File: src/shared/bcr_pkg.sv
// constants for the breathing control register bank
package bcr_pkg;
  // ==========================================================
  // register indices (byte address is four times the index)
  localparam logic [7:0] BCR_IDX_PRIMARY = 8'h09;
  localparam logic [7:0] BCR_IDX_SECONDARY = 8'h0A;
  localparam int BCR_IDX_SHIFT = 2;
  // ==========================================================
  // reset values
  localparam logic [7:0] BCR_PRIMARY_RST = 8'h02;
  localparam logic [7:0] BCR_SECONDARY_RST = 8'h03;
  // ==========================================================
  // primary field positions
  localparam int BCR_DEMOD_ON_BIT = 7;
  localparam int BCR_MOD_ON_BIT = 6;
  localparam int BCR_PHASE_HI = 5;
  localparam int BCR_PHASE_LO = 2;
  localparam int BCR_MODE_BIT = 0;
  // ==========================================================
  // secondary field positions
  localparam int BCR_CAL_BIT = 7;
  localparam int BCR_FREQ_BIT = 2;
  localparam int BCR_REF_BIT = 1;
  // ==========================================================
  // phase code handling
  localparam int BCR_PHASE_W = 4;
  localparam logic [3:0] BCR_FAST_PHASE_MASK = 4'h7;
  localparam int BCR_STEP_SHIFT_SLOW = 5;
  localparam int BCR_STEP_SHIFT_FAST = 4;
  localparam logic [15:0] BCR_CDEG_STEP_SLOW = 16'h0465;
  localparam logic [15:0] BCR_CDEG_STEP_FAST = 16'h08CA;
  // ==========================================================
  // modulation clock timing
  localparam int BCR_CLK_HZ = 40_000_000;
  localparam int BCR_MOD_SLOW_HZ = 32_000;
  localparam int BCR_MOD_FAST_HZ = 64_000;
  localparam int BCR_CNT_W = 11;
  localparam logic [10:0] BCR_PERIOD_SLOW = 11'(BCR_CLK_HZ / BCR_MOD_SLOW_HZ);
  localparam logic [10:0] BCR_PERIOD_FAST = 11'(BCR_CLK_HZ / BCR_MOD_FAST_HZ);
  localparam logic [10:0] BCR_CNT_ONE = 11'h001;
  localparam logic [10:0] BCR_CNT_ZERO = 11'h000;
  // ==========================================================
  // bus responses
  localparam logic [1:0] BCR_RESP_OKAY = 2'h0;
  localparam logic [1:0] BCR_RESP_SLVERR = 2'h2;
  localparam logic [31:0] BCR_RDATA_ZERO = 32'h0000_0000;
endpackage

File: src/verilog/bcr_regs.sv
// breathing control register bank with axi4-lite slave and modulation clocks
//
// Added by the designer: the AXI4-Lite slave port.
`timescale 1ns/1ps
// ==========================================================
// How it works
// - primary bit 7 turns channel-one demodulation on; off after reset.
// - primary bit 6 turns channel-one modulation on; off after reset.
// - phase code bits 5..2 shift demodulation 11.25 degrees per step at 32 kHz.
// - at 64 kHz phase code top bit ignored; 22.5 degree steps, max 157.5.
// - primary bit 0 low selects internal breathing mode with internal clock.
// - in internal mode freq bit picks 32 kHz (0) or 64 kHz (1).
// - secondary bit 7 turns offset calibration on; off after reset.
// - secondary bit 1 low selects external drive reference, high internal.
module bcr_regs import bcr_pkg::*; #(
  parameter int ADDR_W = 8
) (
  // clock, reset, enable
  input wire logic aclk,
  input wire logic aresetn,
  input wire logic ce,
  // axi4-lite write address
  input wire logic [ADDR_W-1:0] s_axi_awaddr,
  input wire logic s_axi_awvalid,
  output logic s_axi_awready,
  // axi4-lite write data
  input wire logic [31:0] s_axi_wdata,
  input wire logic [3:0] s_axi_wstrb,
  input wire logic s_axi_wvalid,
  output logic s_axi_wready,
  // axi4-lite write response
  output logic [1:0] s_axi_bresp,
  output logic s_axi_bvalid,
  input wire logic s_axi_bready,
  // axi4-lite read address
  input wire logic [ADDR_W-1:0] s_axi_araddr,
  input wire logic s_axi_arvalid,
  output logic s_axi_arready,
  // axi4-lite read data
  output logic [31:0] s_axi_rdata,
  output logic [1:0] s_axi_rresp,
  output logic s_axi_rvalid,
  input wire logic s_axi_rready,
  // breathing controls
  output logic breath_demod_on,
  output logic breath_mod_on,
  output logic [3:0] breath_demod_phase,
  output logic [15:0] breath_phase_centideg,
  output logic breath_mode_select,
  output logic breath_freq_select,
  output logic breath_mod_clock,
  output logic breath_demod_clock,
  output logic offset_cal_enable,
  output logic drive_ref_internal
);

  // ==========================================================
  // helpers
  typedef enum logic [1:0] {
    BCR_SEL_NONE,
    BCR_SEL_PRIMARY,
    BCR_SEL_SECONDARY
  } bcr_sel_t;

  function automatic bcr_sel_t reg_sel(input logic [ADDR_W-1:0] addr);
    logic [ADDR_W-1:0] idx;
    idx = addr >> BCR_IDX_SHIFT;
    if (idx == ADDR_W'(BCR_IDX_PRIMARY)) begin
      return BCR_SEL_PRIMARY;
    end else if (idx == ADDR_W'(BCR_IDX_SECONDARY)) begin
      return BCR_SEL_SECONDARY;
    end
    return BCR_SEL_NONE;
  endfunction

  function automatic logic [10:0] mod_period(input logic fast);
    return fast ? BCR_PERIOD_FAST : BCR_PERIOD_SLOW;
  endfunction

  // ==========================================================
  // register state
  logic [7:0] primary_reg;
  logic [7:0] secondary_reg;
  logic aw_hold_reg;
  logic w_hold_reg;
  logic [ADDR_W-1:0] awaddr_reg;
  logic [7:0] wdata_reg;
  logic wstrb0_reg;
  logic awready_reg;
  logic wready_reg;
  logic bvalid_reg;
  logic [1:0] bresp_reg;
  logic arready_reg;
  logic rvalid_reg;
  logic [31:0] rdata_reg;
  logic [1:0] rresp_reg;

  logic commit;
  bcr_sel_t wsel;
  bcr_sel_t rsel;
  assign commit = aw_hold_reg && w_hold_reg && !bvalid_reg;
  assign wsel = reg_sel(awaddr_reg);
  assign rsel = reg_sel(s_axi_araddr);

  // ==========================================================
  // write address and data capture, either order
  always_ff @(posedge aclk) begin
    if (!aresetn) begin
      aw_hold_reg <= 1'b0;
      awaddr_reg <= '0;
      awready_reg <= 1'b0;
    end else if (ce) begin
      if (s_axi_awvalid && awready_reg) begin
        aw_hold_reg <= 1'b1;
        awaddr_reg <= s_axi_awaddr;
        awready_reg <= 1'b0;
      end else if (commit) begin
        aw_hold_reg <= 1'b0;
      end else if (!aw_hold_reg && !bvalid_reg) begin
        awready_reg <= 1'b1;
      end
    end
  end

  always_ff @(posedge aclk) begin
    if (!aresetn) begin
      w_hold_reg <= 1'b0;
      wdata_reg <= '0;
      wstrb0_reg <= 1'b0;
      wready_reg <= 1'b0;
    end else if (ce) begin
      if (s_axi_wvalid && wready_reg) begin
        w_hold_reg <= 1'b1;
        wdata_reg <= s_axi_wdata[7:0];
        wstrb0_reg <= s_axi_wstrb[0];
        wready_reg <= 1'b0;
      end else if (commit) begin
        w_hold_reg <= 1'b0;
      end else if (!w_hold_reg && !bvalid_reg) begin
        wready_reg <= 1'b1;
      end
    end
  end

  // ==========================================================
  // register write and response
  // whole byte is stored so fixed bits read back as written
  always_ff @(posedge aclk) begin
    if (!aresetn) begin
      primary_reg <= BCR_PRIMARY_RST;
      secondary_reg <= BCR_SECONDARY_RST;
    end else if (ce && commit && wstrb0_reg) begin
      if (wsel == BCR_SEL_PRIMARY) begin
        primary_reg <= wdata_reg;
      end else if (wsel == BCR_SEL_SECONDARY) begin
        secondary_reg <= wdata_reg;
      end
    end
  end

  always_ff @(posedge aclk) begin
    if (!aresetn) begin
      bvalid_reg <= 1'b0;
      bresp_reg <= BCR_RESP_OKAY;
    end else if (ce) begin
      if (commit) begin
        bvalid_reg <= 1'b1;
        bresp_reg <= (wsel == BCR_SEL_NONE) ? BCR_RESP_SLVERR : BCR_RESP_OKAY;
      end else if (bvalid_reg && s_axi_bready) begin
        bvalid_reg <= 1'b0;
      end
    end
  end

  // ==========================================================
  // read channel
  always_ff @(posedge aclk) begin
    if (!aresetn) begin
      arready_reg <= 1'b0;
      rvalid_reg <= 1'b0;
      rdata_reg <= BCR_RDATA_ZERO;
      rresp_reg <= BCR_RESP_OKAY;
    end else if (ce) begin
      if (s_axi_arvalid && arready_reg) begin
        arready_reg <= 1'b0;
        rvalid_reg <= 1'b1;
        unique case (rsel)
          BCR_SEL_PRIMARY: begin
            rdata_reg <= {24'h000000, primary_reg};
            rresp_reg <= BCR_RESP_OKAY;
          end
          BCR_SEL_SECONDARY: begin
            rdata_reg <= {24'h000000, secondary_reg};
            rresp_reg <= BCR_RESP_OKAY;
          end
          default: begin
            rdata_reg <= BCR_RDATA_ZERO;
            rresp_reg <= BCR_RESP_SLVERR;
          end
        endcase
      end else if (rvalid_reg && s_axi_rready) begin
        rvalid_reg <= 1'b0;
      end else if (!rvalid_reg) begin
        arready_reg <= 1'b1;
      end
    end
  end

  // ==========================================================
  // field decode
  logic internal_mode;
  logic fast;
  logic [3:0] eff_code;
  assign internal_mode = !primary_reg[BCR_MODE_BIT];
  assign fast = internal_mode && secondary_reg[BCR_FREQ_BIT];
  // top phase bit has no meaning at the fast rate
  assign eff_code = fast ? (primary_reg[BCR_PHASE_HI:BCR_PHASE_LO] & BCR_FAST_PHASE_MASK)
                         : primary_reg[BCR_PHASE_HI:BCR_PHASE_LO];

  // ==========================================================
  // modulation counter and phase-shifted demodulation reference
  logic [10:0] cnt_reg;
  logic [10:0] period;
  logic [10:0] half;
  logic [10:0] ofs;
  logic [14:0] prod;
  logic [10:0] shifted;
  assign period = mod_period(fast);
  assign half = period >> 1;
  assign prod = 15'(eff_code) * 15'(period);
  assign ofs = fast ? 11'(prod >> BCR_STEP_SHIFT_FAST)
                    : 11'(prod >> BCR_STEP_SHIFT_SLOW);
  assign shifted = (cnt_reg >= ofs) ? (cnt_reg - ofs) : 11'(cnt_reg + period - ofs);

  // external mode leaves the internal generator idle
  always_ff @(posedge aclk) begin
    if (!aresetn) begin
      cnt_reg <= BCR_CNT_ZERO;
    end else if (ce) begin
      if (!internal_mode || cnt_reg >= period - BCR_CNT_ONE) begin
        cnt_reg <= BCR_CNT_ZERO;
      end else begin
        cnt_reg <= cnt_reg + BCR_CNT_ONE;
      end
    end
  end

  logic mod_clk_reg;
  logic demod_clk_reg;
  logic [3:0] phase_reg;
  logic [15:0] cdeg_reg;
  always_ff @(posedge aclk) begin
    if (!aresetn) begin
      mod_clk_reg <= 1'b0;
      demod_clk_reg <= 1'b0;
      phase_reg <= '0;
      cdeg_reg <= '0;
    end else if (ce) begin
      mod_clk_reg <= internal_mode && primary_reg[BCR_MOD_ON_BIT]
                     && (cnt_reg < half);
      demod_clk_reg <= internal_mode && primary_reg[BCR_DEMOD_ON_BIT]
                       && (shifted < half);
      phase_reg <= eff_code;
      cdeg_reg <= 16'(eff_code) * (fast ? BCR_CDEG_STEP_FAST : BCR_CDEG_STEP_SLOW);
    end
  end

  // ==========================================================
  // outputs
  assign s_axi_awready = awready_reg;
  assign s_axi_wready = wready_reg;
  assign s_axi_bvalid = bvalid_reg;
  assign s_axi_bresp = bresp_reg;
  assign s_axi_arready = arready_reg;
  assign s_axi_rvalid = rvalid_reg;
  assign s_axi_rdata = rdata_reg;
  assign s_axi_rresp = rresp_reg;
  assign breath_demod_on = primary_reg[BCR_DEMOD_ON_BIT];
  assign breath_mod_on = primary_reg[BCR_MOD_ON_BIT];
  assign breath_demod_phase = phase_reg;
  assign breath_phase_centideg = cdeg_reg;
  assign breath_mode_select = primary_reg[BCR_MODE_BIT];
  assign breath_freq_select = secondary_reg[BCR_FREQ_BIT];
  assign breath_mod_clock = mod_clk_reg;
  assign breath_demod_clock = demod_clk_reg;
  assign offset_cal_enable = secondary_reg[BCR_CAL_BIT];
  assign drive_ref_internal = secondary_reg[BCR_REF_BIT];

endmodule // bcr_regs
File: config.mk
export PLATFORM = sky130hd
export DESIGN_NAME = bcr_regs
export DESIGN_NICKNAME = d
export VERILOG_FILES = /design/src/shared/bcr_pkg.sv /design/src/verilog/bcr_regs.sv
export SDC_FILE = /design/constraint.sdc
export NUM_CORES = 1
export LEC_CHECK = 0
export BUFFER_PORTS_ARGS = -buffer_cell sky130_fd_sc_hd__buf_2
export CELL_PAD_IN_SITES_DETAIL_PLACEMENT = 2
export CELL_PAD_IN_SITES_GLOBAL_PLACEMENT = 2
export CORE_AREA = 10 10 152 154
export DETAILED_ROUTE_END_ITERATION = 12
export DIE_AREA = 0 0 162 164
export PLACE_DENSITY_LB_ADDON = 0.1
export SETUP_SLACK_MARGIN = 0.15
export SYNTH_ARGS = -nofsm -noshare
export SYNTH_HDL_FRONTEND = slang
export SYNTH_SLANG_ARGS = --single-unit
export TNS_END_PERCENT = 50
File: constraint.sdc
create_clock -name aclk -period 6.85 [get_ports aclk]
set_clock_uncertainty 0.2 [all_clocks]
set_input_delay 0.685 -clock aclk [delete_from_list [all_inputs] [get_ports aclk]]
set_output_delay 0.685 -clock aclk [all_outputs]
set_load 0.01 [all_outputs]
* Word-level counts from Yosys, hierarchy flattened
Index checks and enable logic that the tools add are counted.
** Cells by class
- Reductions and logical operators :: 42
- Bitwise gates (word level) :: 1
- $add $sub $neg :: 5
- $lt $le $gt $ge :: 4
- Multiply operators :: 2
- Equal/unequal tests :: 12
- Mux-type cells :: 35
** Operator list (count)
- $mux W11 :: 4
- $eq A6 B4 Y1 const B :: 4
- $ge A11 B11 Y1 :: 2
- $lt A11 B10 Y1 :: 2
- $sub A11 B11 Y11 :: 2
- $mux W1 :: 20
- $reduce_and A2 Y1 :: 9
- $logic_and A1 B1 Y1 :: 16
- $mul A4 B12 Y16 :: 1
- $mux W2 :: 8
- $pmux W8 S2 :: 1
- $mul A4 B11 Y15 :: 1
- $mux W12 :: 1
- $reduce_and A3 Y1 :: 4
- $reduce_bool A2 Y1 :: 6
- $add A11 B1 Y11 const B :: 1
- $add A11 B11 Y11 :: 1
- $sub A11 B1 Y11 const B :: 1
- $ne A2 B1 Y1 const B :: 3
- $eq A2 B1 Y1 const B :: 2
- $eq A2 B2 Y1 const B :: 2
- $logic_not A1 Y1 :: 4
- $mux W4 :: 1
- $logic_not A2 Y1 :: 1
- 4 further kinds :: 4
** Storage, ports and cells
- Logic and storage cells :: 121
- Flip-flop bits (word level) :: 109

* Logic depth before layout (Yosys ltp)
- Depth after elaboration :: 9
- Depth in mapped cells :: 31
- Mapped depth without buffers :: 29

* Least setup slack after synthesis
No wires, ideal clock.
- Path type :: register -> register
- From :: register secondary_reg[2]
- To :: register demod_clk_reg, in the netlist breath_demod_clock
- Setup slack :: 614 ps
- Required time :: 6516 ps
- Arrival time :: 5902 ps
- Stages on the path, launching flop included :: 30
- Cells stage by stage :: dfxtp_1 -> nand2b_4 -> inv_2 -> clkbuf_1 -> buf_1 -> nand2_1 -> inv_1 -> ha_1 -> fa_1 -> ha_1 -> a21oi_1 -> o21ai_1 -> a21o_1 -> a21o_1 -> a21oi_1 -> xnor2_1 -> o21ai_0 -> ha_1 -> a21o_1 -> a31o_1 -> o311ai_2 -> o211ai_4 -> nor2_1 -> a21oi_1 -> ha_1 -> o2111ai_1 -> nand3b_1 -> mux2i_1 -> a2111oi_1 -> a211oi_1
** Between the ends
- Word-level cells in the longest chain between the ends :: 8
- Elaborated cells between the ends (all ways) :: 12
- Classes of those cells :: add/sub (3); mul (1); order compare (2); mux (4); reduce/logical (2)
** Ends and longest elaborated chain
- start: declaration :: RTL line bcr_regs.sv:83 : logic [7:0] secondary_reg;
- start signal: assignment :: RTL line bcr_regs.sv:156 : secondary_reg <= wdata_reg;
- $logic_and A1 B1 Y1 * :: RTL line bcr_regs.sv:215 : assign fast = internal_mode && secondary_reg[BCR_FREQ_BIT];
- $mux W4 or $mux W11 (tied branches) :: RTL line bcr_regs.sv:217, bcr_regs.sv:77
- $mul A4 B11 Y15 :: RTL line bcr_regs.sv:230 : assign prod = 15'(eff_code) * 15'(period);
- $mux W11 :: RTL line bcr_regs.sv:231 : assign ofs = fast ? 11'(prod >> BCR_STEP_SHIFT_FAST)
- $sub A11 B11 Y11 or $ge A11 B11 Y1 (tied branches) :: RTL line bcr_regs.sv:233 : assign shifted = (cnt_reg >= ofs) ? (cnt_reg - ofs) : 11'(cnt_reg + period - ofs);
- $mux W11 :: RTL line bcr_regs.sv:233
- $lt A11 B10 Y1 * :: RTL line bcr_regs.sv:262 : && (shifted < half);
- $logic_and A1 B1 Y1 * :: RTL line bcr_regs.sv:262
- end signal: assignment :: RTL line bcr_regs.sv:261 : demod_clk_reg <= internal_mode && primary_reg[BCR_DEMOD_ON_BIT]
- end: declaration :: RTL line bcr_regs.sv:249 : logic demod_clk_reg;
Mark *: on every way between the ends. The rest lies on a longest branch, timed or not.
A chain may end at the register's enable or synchronous reset.

* Final worst setup path
- From :: register primary_reg[0]
- To :: register demod_clk_reg, in the netlist breath_demod_clock
** Between the ends
- Word-level cells in the longest chain between the ends :: 9
- Elaborated cells between the ends (all ways) :: 14
- Classes of those cells :: add/sub (3); mul (1); order compare (2); mux (4); reduce/logical (4)
** Ends and longest elaborated chain
- start: declaration :: RTL line bcr_regs.sv:82 : logic [7:0] primary_reg;
- start signal: assignment :: RTL line bcr_regs.sv:154 : primary_reg <= wdata_reg;
- $logic_not A1 Y1 * :: RTL line bcr_regs.sv:214 : assign internal_mode = !primary_reg[BCR_MODE_BIT];
- $logic_and A1 B1 Y1 :: RTL line bcr_regs.sv:215
- $mux W4 or $mux W11 (tied branches) :: RTL line bcr_regs.sv:217, bcr_regs.sv:77
- $mul A4 B11 Y15 :: RTL line bcr_regs.sv:230
- $mux W11 :: RTL line bcr_regs.sv:231
- $sub A11 B11 Y11 or $ge A11 B11 Y1 (tied branches) :: RTL line bcr_regs.sv:233
- $mux W11 :: RTL line bcr_regs.sv:233
- $lt A11 B10 Y1 :: RTL line bcr_regs.sv:262
- $logic_and A1 B1 Y1 * :: RTL line bcr_regs.sv:262
Marked as above.

==> results list <==
- Max Transition Viols Final: 0
- Most Used Layer, Global Route: met2
- For the worst setup path, the data arrival time is 6.21 ns.
- Maximum number of pins on one net before global-route repair: 66
* CTS H-tree lvls: 3
* Total wirelength of the detailed-routed design: approximately 21000 µm
* Primary flip-flop cell chosen by synthesis mapping: dfxtp_1
- Number of antenna cells inserted: 0
- Peak fanout along the critical path: 7
- The floorplan step defined a die boundary enclosing 26600 µm².
- The count of nets left with antenna violations once routing finished came out at 0.
- Average routed wire per standard cell: between 15 and 20 µm
* Least-Margin Pin Slew: roughly 1.1 ns
* Gp weighted congestion: 0.832
- Slew HR: 0.246
- Number of buffers inserted during clock tree synthesis: 9
- The tree is rooted in a clkbuf_16.
* EDFF count, synth: 0
* Largest register FFs: 16
* Number of I/O port buffers: 71
* Cell Area, Synth: 6500 µm²
- After the last flow step, the layout net total stands at 1010.
- Status: finished, final reports clean
* Endpoints failing hold: 0
- Dividing the synthesized area by the synthesized cell count gives 8.31 µm².
- Timing would allow up to 162 MHz.
- In this run the power density over the cells is 156 nW/µm².
- Measured along the y axis, the die boundary spans about 160 µm.
- For the worst-skew pair, the clock arrives at the later sink with an insertion delay of 0.34 ns.
- Data required time of the worst path: slightly below 7 ns
* Sequential element share of the synthesized area: 0.250
- The longest clock path from root to sink contains 2 buffers.
* Wire length of the first global-routing pass: 35300 µm
* # hold bufs at CTS: 0
- Met2 track utilization from global routing: 0.297
- For the finished layout, the period the worst path requires is 6.16 ns.
* Tot Pwr: 0.00116 W
- Initial core utilization: 0.324
* Number of warnings issued by yosys: 0
- Global-route total usage across every layer: 0.162
- Min-Delay Path Class: reg2reg
* Final sum of negative setup slack: 0 ns
* GRT overflow: 0
- The tool flagged a number of max-cap violations equal to 0.
- Number of antenna violations at the first check in global routing: 0
- STA classifies the critical path startpoint as a register.
- Setup violations remaining at the end of the flow were counted as 0.
- The floorplan has 52 rows.
* Post-Syn Instances: 782
- Before CTS, the worst setup slack after placement is 0.558 ns.
* Non-filler cells in the finished layout: 1141
- # DRC: 0
* Initial DRC Count: 192
- Fraction of final layout cells with drive strength greater than 1: 0.160
- Vias after detailed routing: 5833
- Count of boundary I/O pins: 129
* Setup repair after global routing missed its margin: no
- The first TritonRoute pass finished after 4 iterations.
* Critical path start-end classification: reg2reg
- Once placement completed, the tool counted placed cells totaling 1125.
- The area growth from synthesis to layout is 14.3%.
- The number of different library cells used by synthesis comes to 79.
- STA classifies the critical path endpoint as a register.
* Sink Count: 81
- After detailed routing, the number of vias per cell comes to 5.11.
* Core ar.: approximately 20000 µm²
- Clock-pin slew was measured on the worst setup and hold paths at around 0.07 ns.
- Ratio of final minimum period to clock period: 0.899
- Leakage: 3.60 nW
- After legalization and detailed placement, the total HPWL measured 17200 µm.
* Fin util: 0.371
- In the synthesized netlist the async set-or-reset flop fraction comes to 0.
* Final worst setup slack: slightly below 0.7 ns
- TritonCTS built the clock tree.
- Grt met3 use: 0.0323
- Measured along the x axis, the die boundary spans about 160 µm.
* Count of state elements after synthesis: between 80 and 90
- In the global route stage, met1 resource usage came out at 0.188.
* Number of global-route vias before repair: 6653
* IR Drop Worst-Case VDD: 105 µV
## cell usage after synthesis (all sizes together), types with 11 or more instances
library cell | count | share of area
xor2 | 13 | 0.018
buf | 36 | 0.044
clkbuf | 21 | 0.012
o31ai | 11 | 0.013
nand3 | 16 | 0.012
inv | 57 | 0.033
o21ai | 22 | 0.017
dfxtp | 81 | 0.25
a31oi | 11 | 0.011
nor2 | 89 | 0.051
xnor2 | 33 | 0.044
fa | 16 | 0.049
a21oi | 60 | 0.047
a211oi | 16 | 0.021
nand2 | 77 | 0.044
mux2i | 36 | 0.055
ha | 68 | 0.13
## critical path, stage by stage, from the launching register on
cell,delay [ns]
dfxtp_2,0.36
nand2b_4,0.18
and2_1,0.18
xnor2_1,0.14
ha_1,0.18
or2_2,0.31
fa_1,0.45
ha_1,0.44
and3_4,0.28
nand2_1,0.06
o21ai_1,0.22
a21oi_1,0.16
o31ai_1,0.23
a21oi_1,0.09
ha_1,0.31
buf_4,0.16
inv_1,0.17
xnor2_1,0.12
ha_1,0.34
inv_1,0.14
a2111oi_0,0.09
a41o_1,0.22
a2111oi_0,0.63
o22ai_1,0.20
a211oi_1,0.22
## layer usage
metal,vias up,wire length [µm]
met5,-,0
met3,18,924
met1,2898,9050
li1,2827,-
met2,90,11000
met4,0,280
## cell type report
cell class,instances,area [µm²]
Inverter,58,218
Clock buffer,9,225
Clock inverter,7,68.8
Multi-Input combinational cell,623,4440
Tap cell,270,338
Sequential cell,81,1620
Fill cell,2356,12600
Timing Repair Buffer,93,520
## timing repair
action / in CTS / in global routing
setup endpoints to repair: 0 / 1
resized for setup: 0 / 3
buffers inserted: 0 / 0
## cells in the final DEF (no fill, tap or decap), types with 8 or more instances in the layout
master	n
a211oi_1	14
a21o_1	9
a21oi_1	59
a22oi_1	9
a31oi_1	11
buf_2	71
buf_4	22
clkbuf_16	9
conb_1	39
dfxtp_1	79
fa_1	16
ha_1	68
inv_1	55
mux2i_1	36
nand2_1	77
nand3_1	16
nand4_1	8
nor2_1	89
o21ai_0	18
o31ai_1	10
xnor2_1	33
xor2_1	13
## metrics by stage
step / instance area, µm² / hold WS, ns
final: 7430 / 0.273
after global routing: 7430 / 0.295
after CTS: 7430 / 0.278
after detailed placement: 7130 / 0.262
after global placement: 7130 / 0.256
after floorplan: 6640 / 0.237
## where the power goes
| group | switching, W | total, W | leakage, nW | internal [W] |
|---|---|---|---|---|
| clock | 0.000229 | 0.000487 | 0.140 | 0.000257 |
| sequential | 0.0000110 | 0.000494 | 0.658 | 0.000483 |
| combinational | 0.000108 | 0.000181 | 2.80 | 0.0000731 |
## kinds of logic (layout without fill, tap and decap cells)
group,Yosys count,after routing,synth area share
AND/OR/NAND/NOR,237,237,0.169
XOR/XNOR,47,47,0.0655
AO/OA/AOI/OAI,177,177,0.185
other,2,39,0.00116
buffers and inverters,115,167,0.0891
adder cells (fa/ha/maj),86,86,0.183
flip-flops,81,81,0.250
multiplexers,37,37,0.0572
## worst paths after layout
check,start,endpoint,slack [ns],cells past startpoint
worst max register to register,primary_reg[0],breath_demod_clock,0.69,24
worst max-delay path,primary_reg[0],breath_demod_clock,0.69,24
worst min-delay path,breath_phase_centideg[0],breath_phase_centideg[0],0.27,2
worst min register to register,breath_phase_centideg[0],breath_phase_centideg[0],0.27,2
Power figures use the tool's default switching activity.
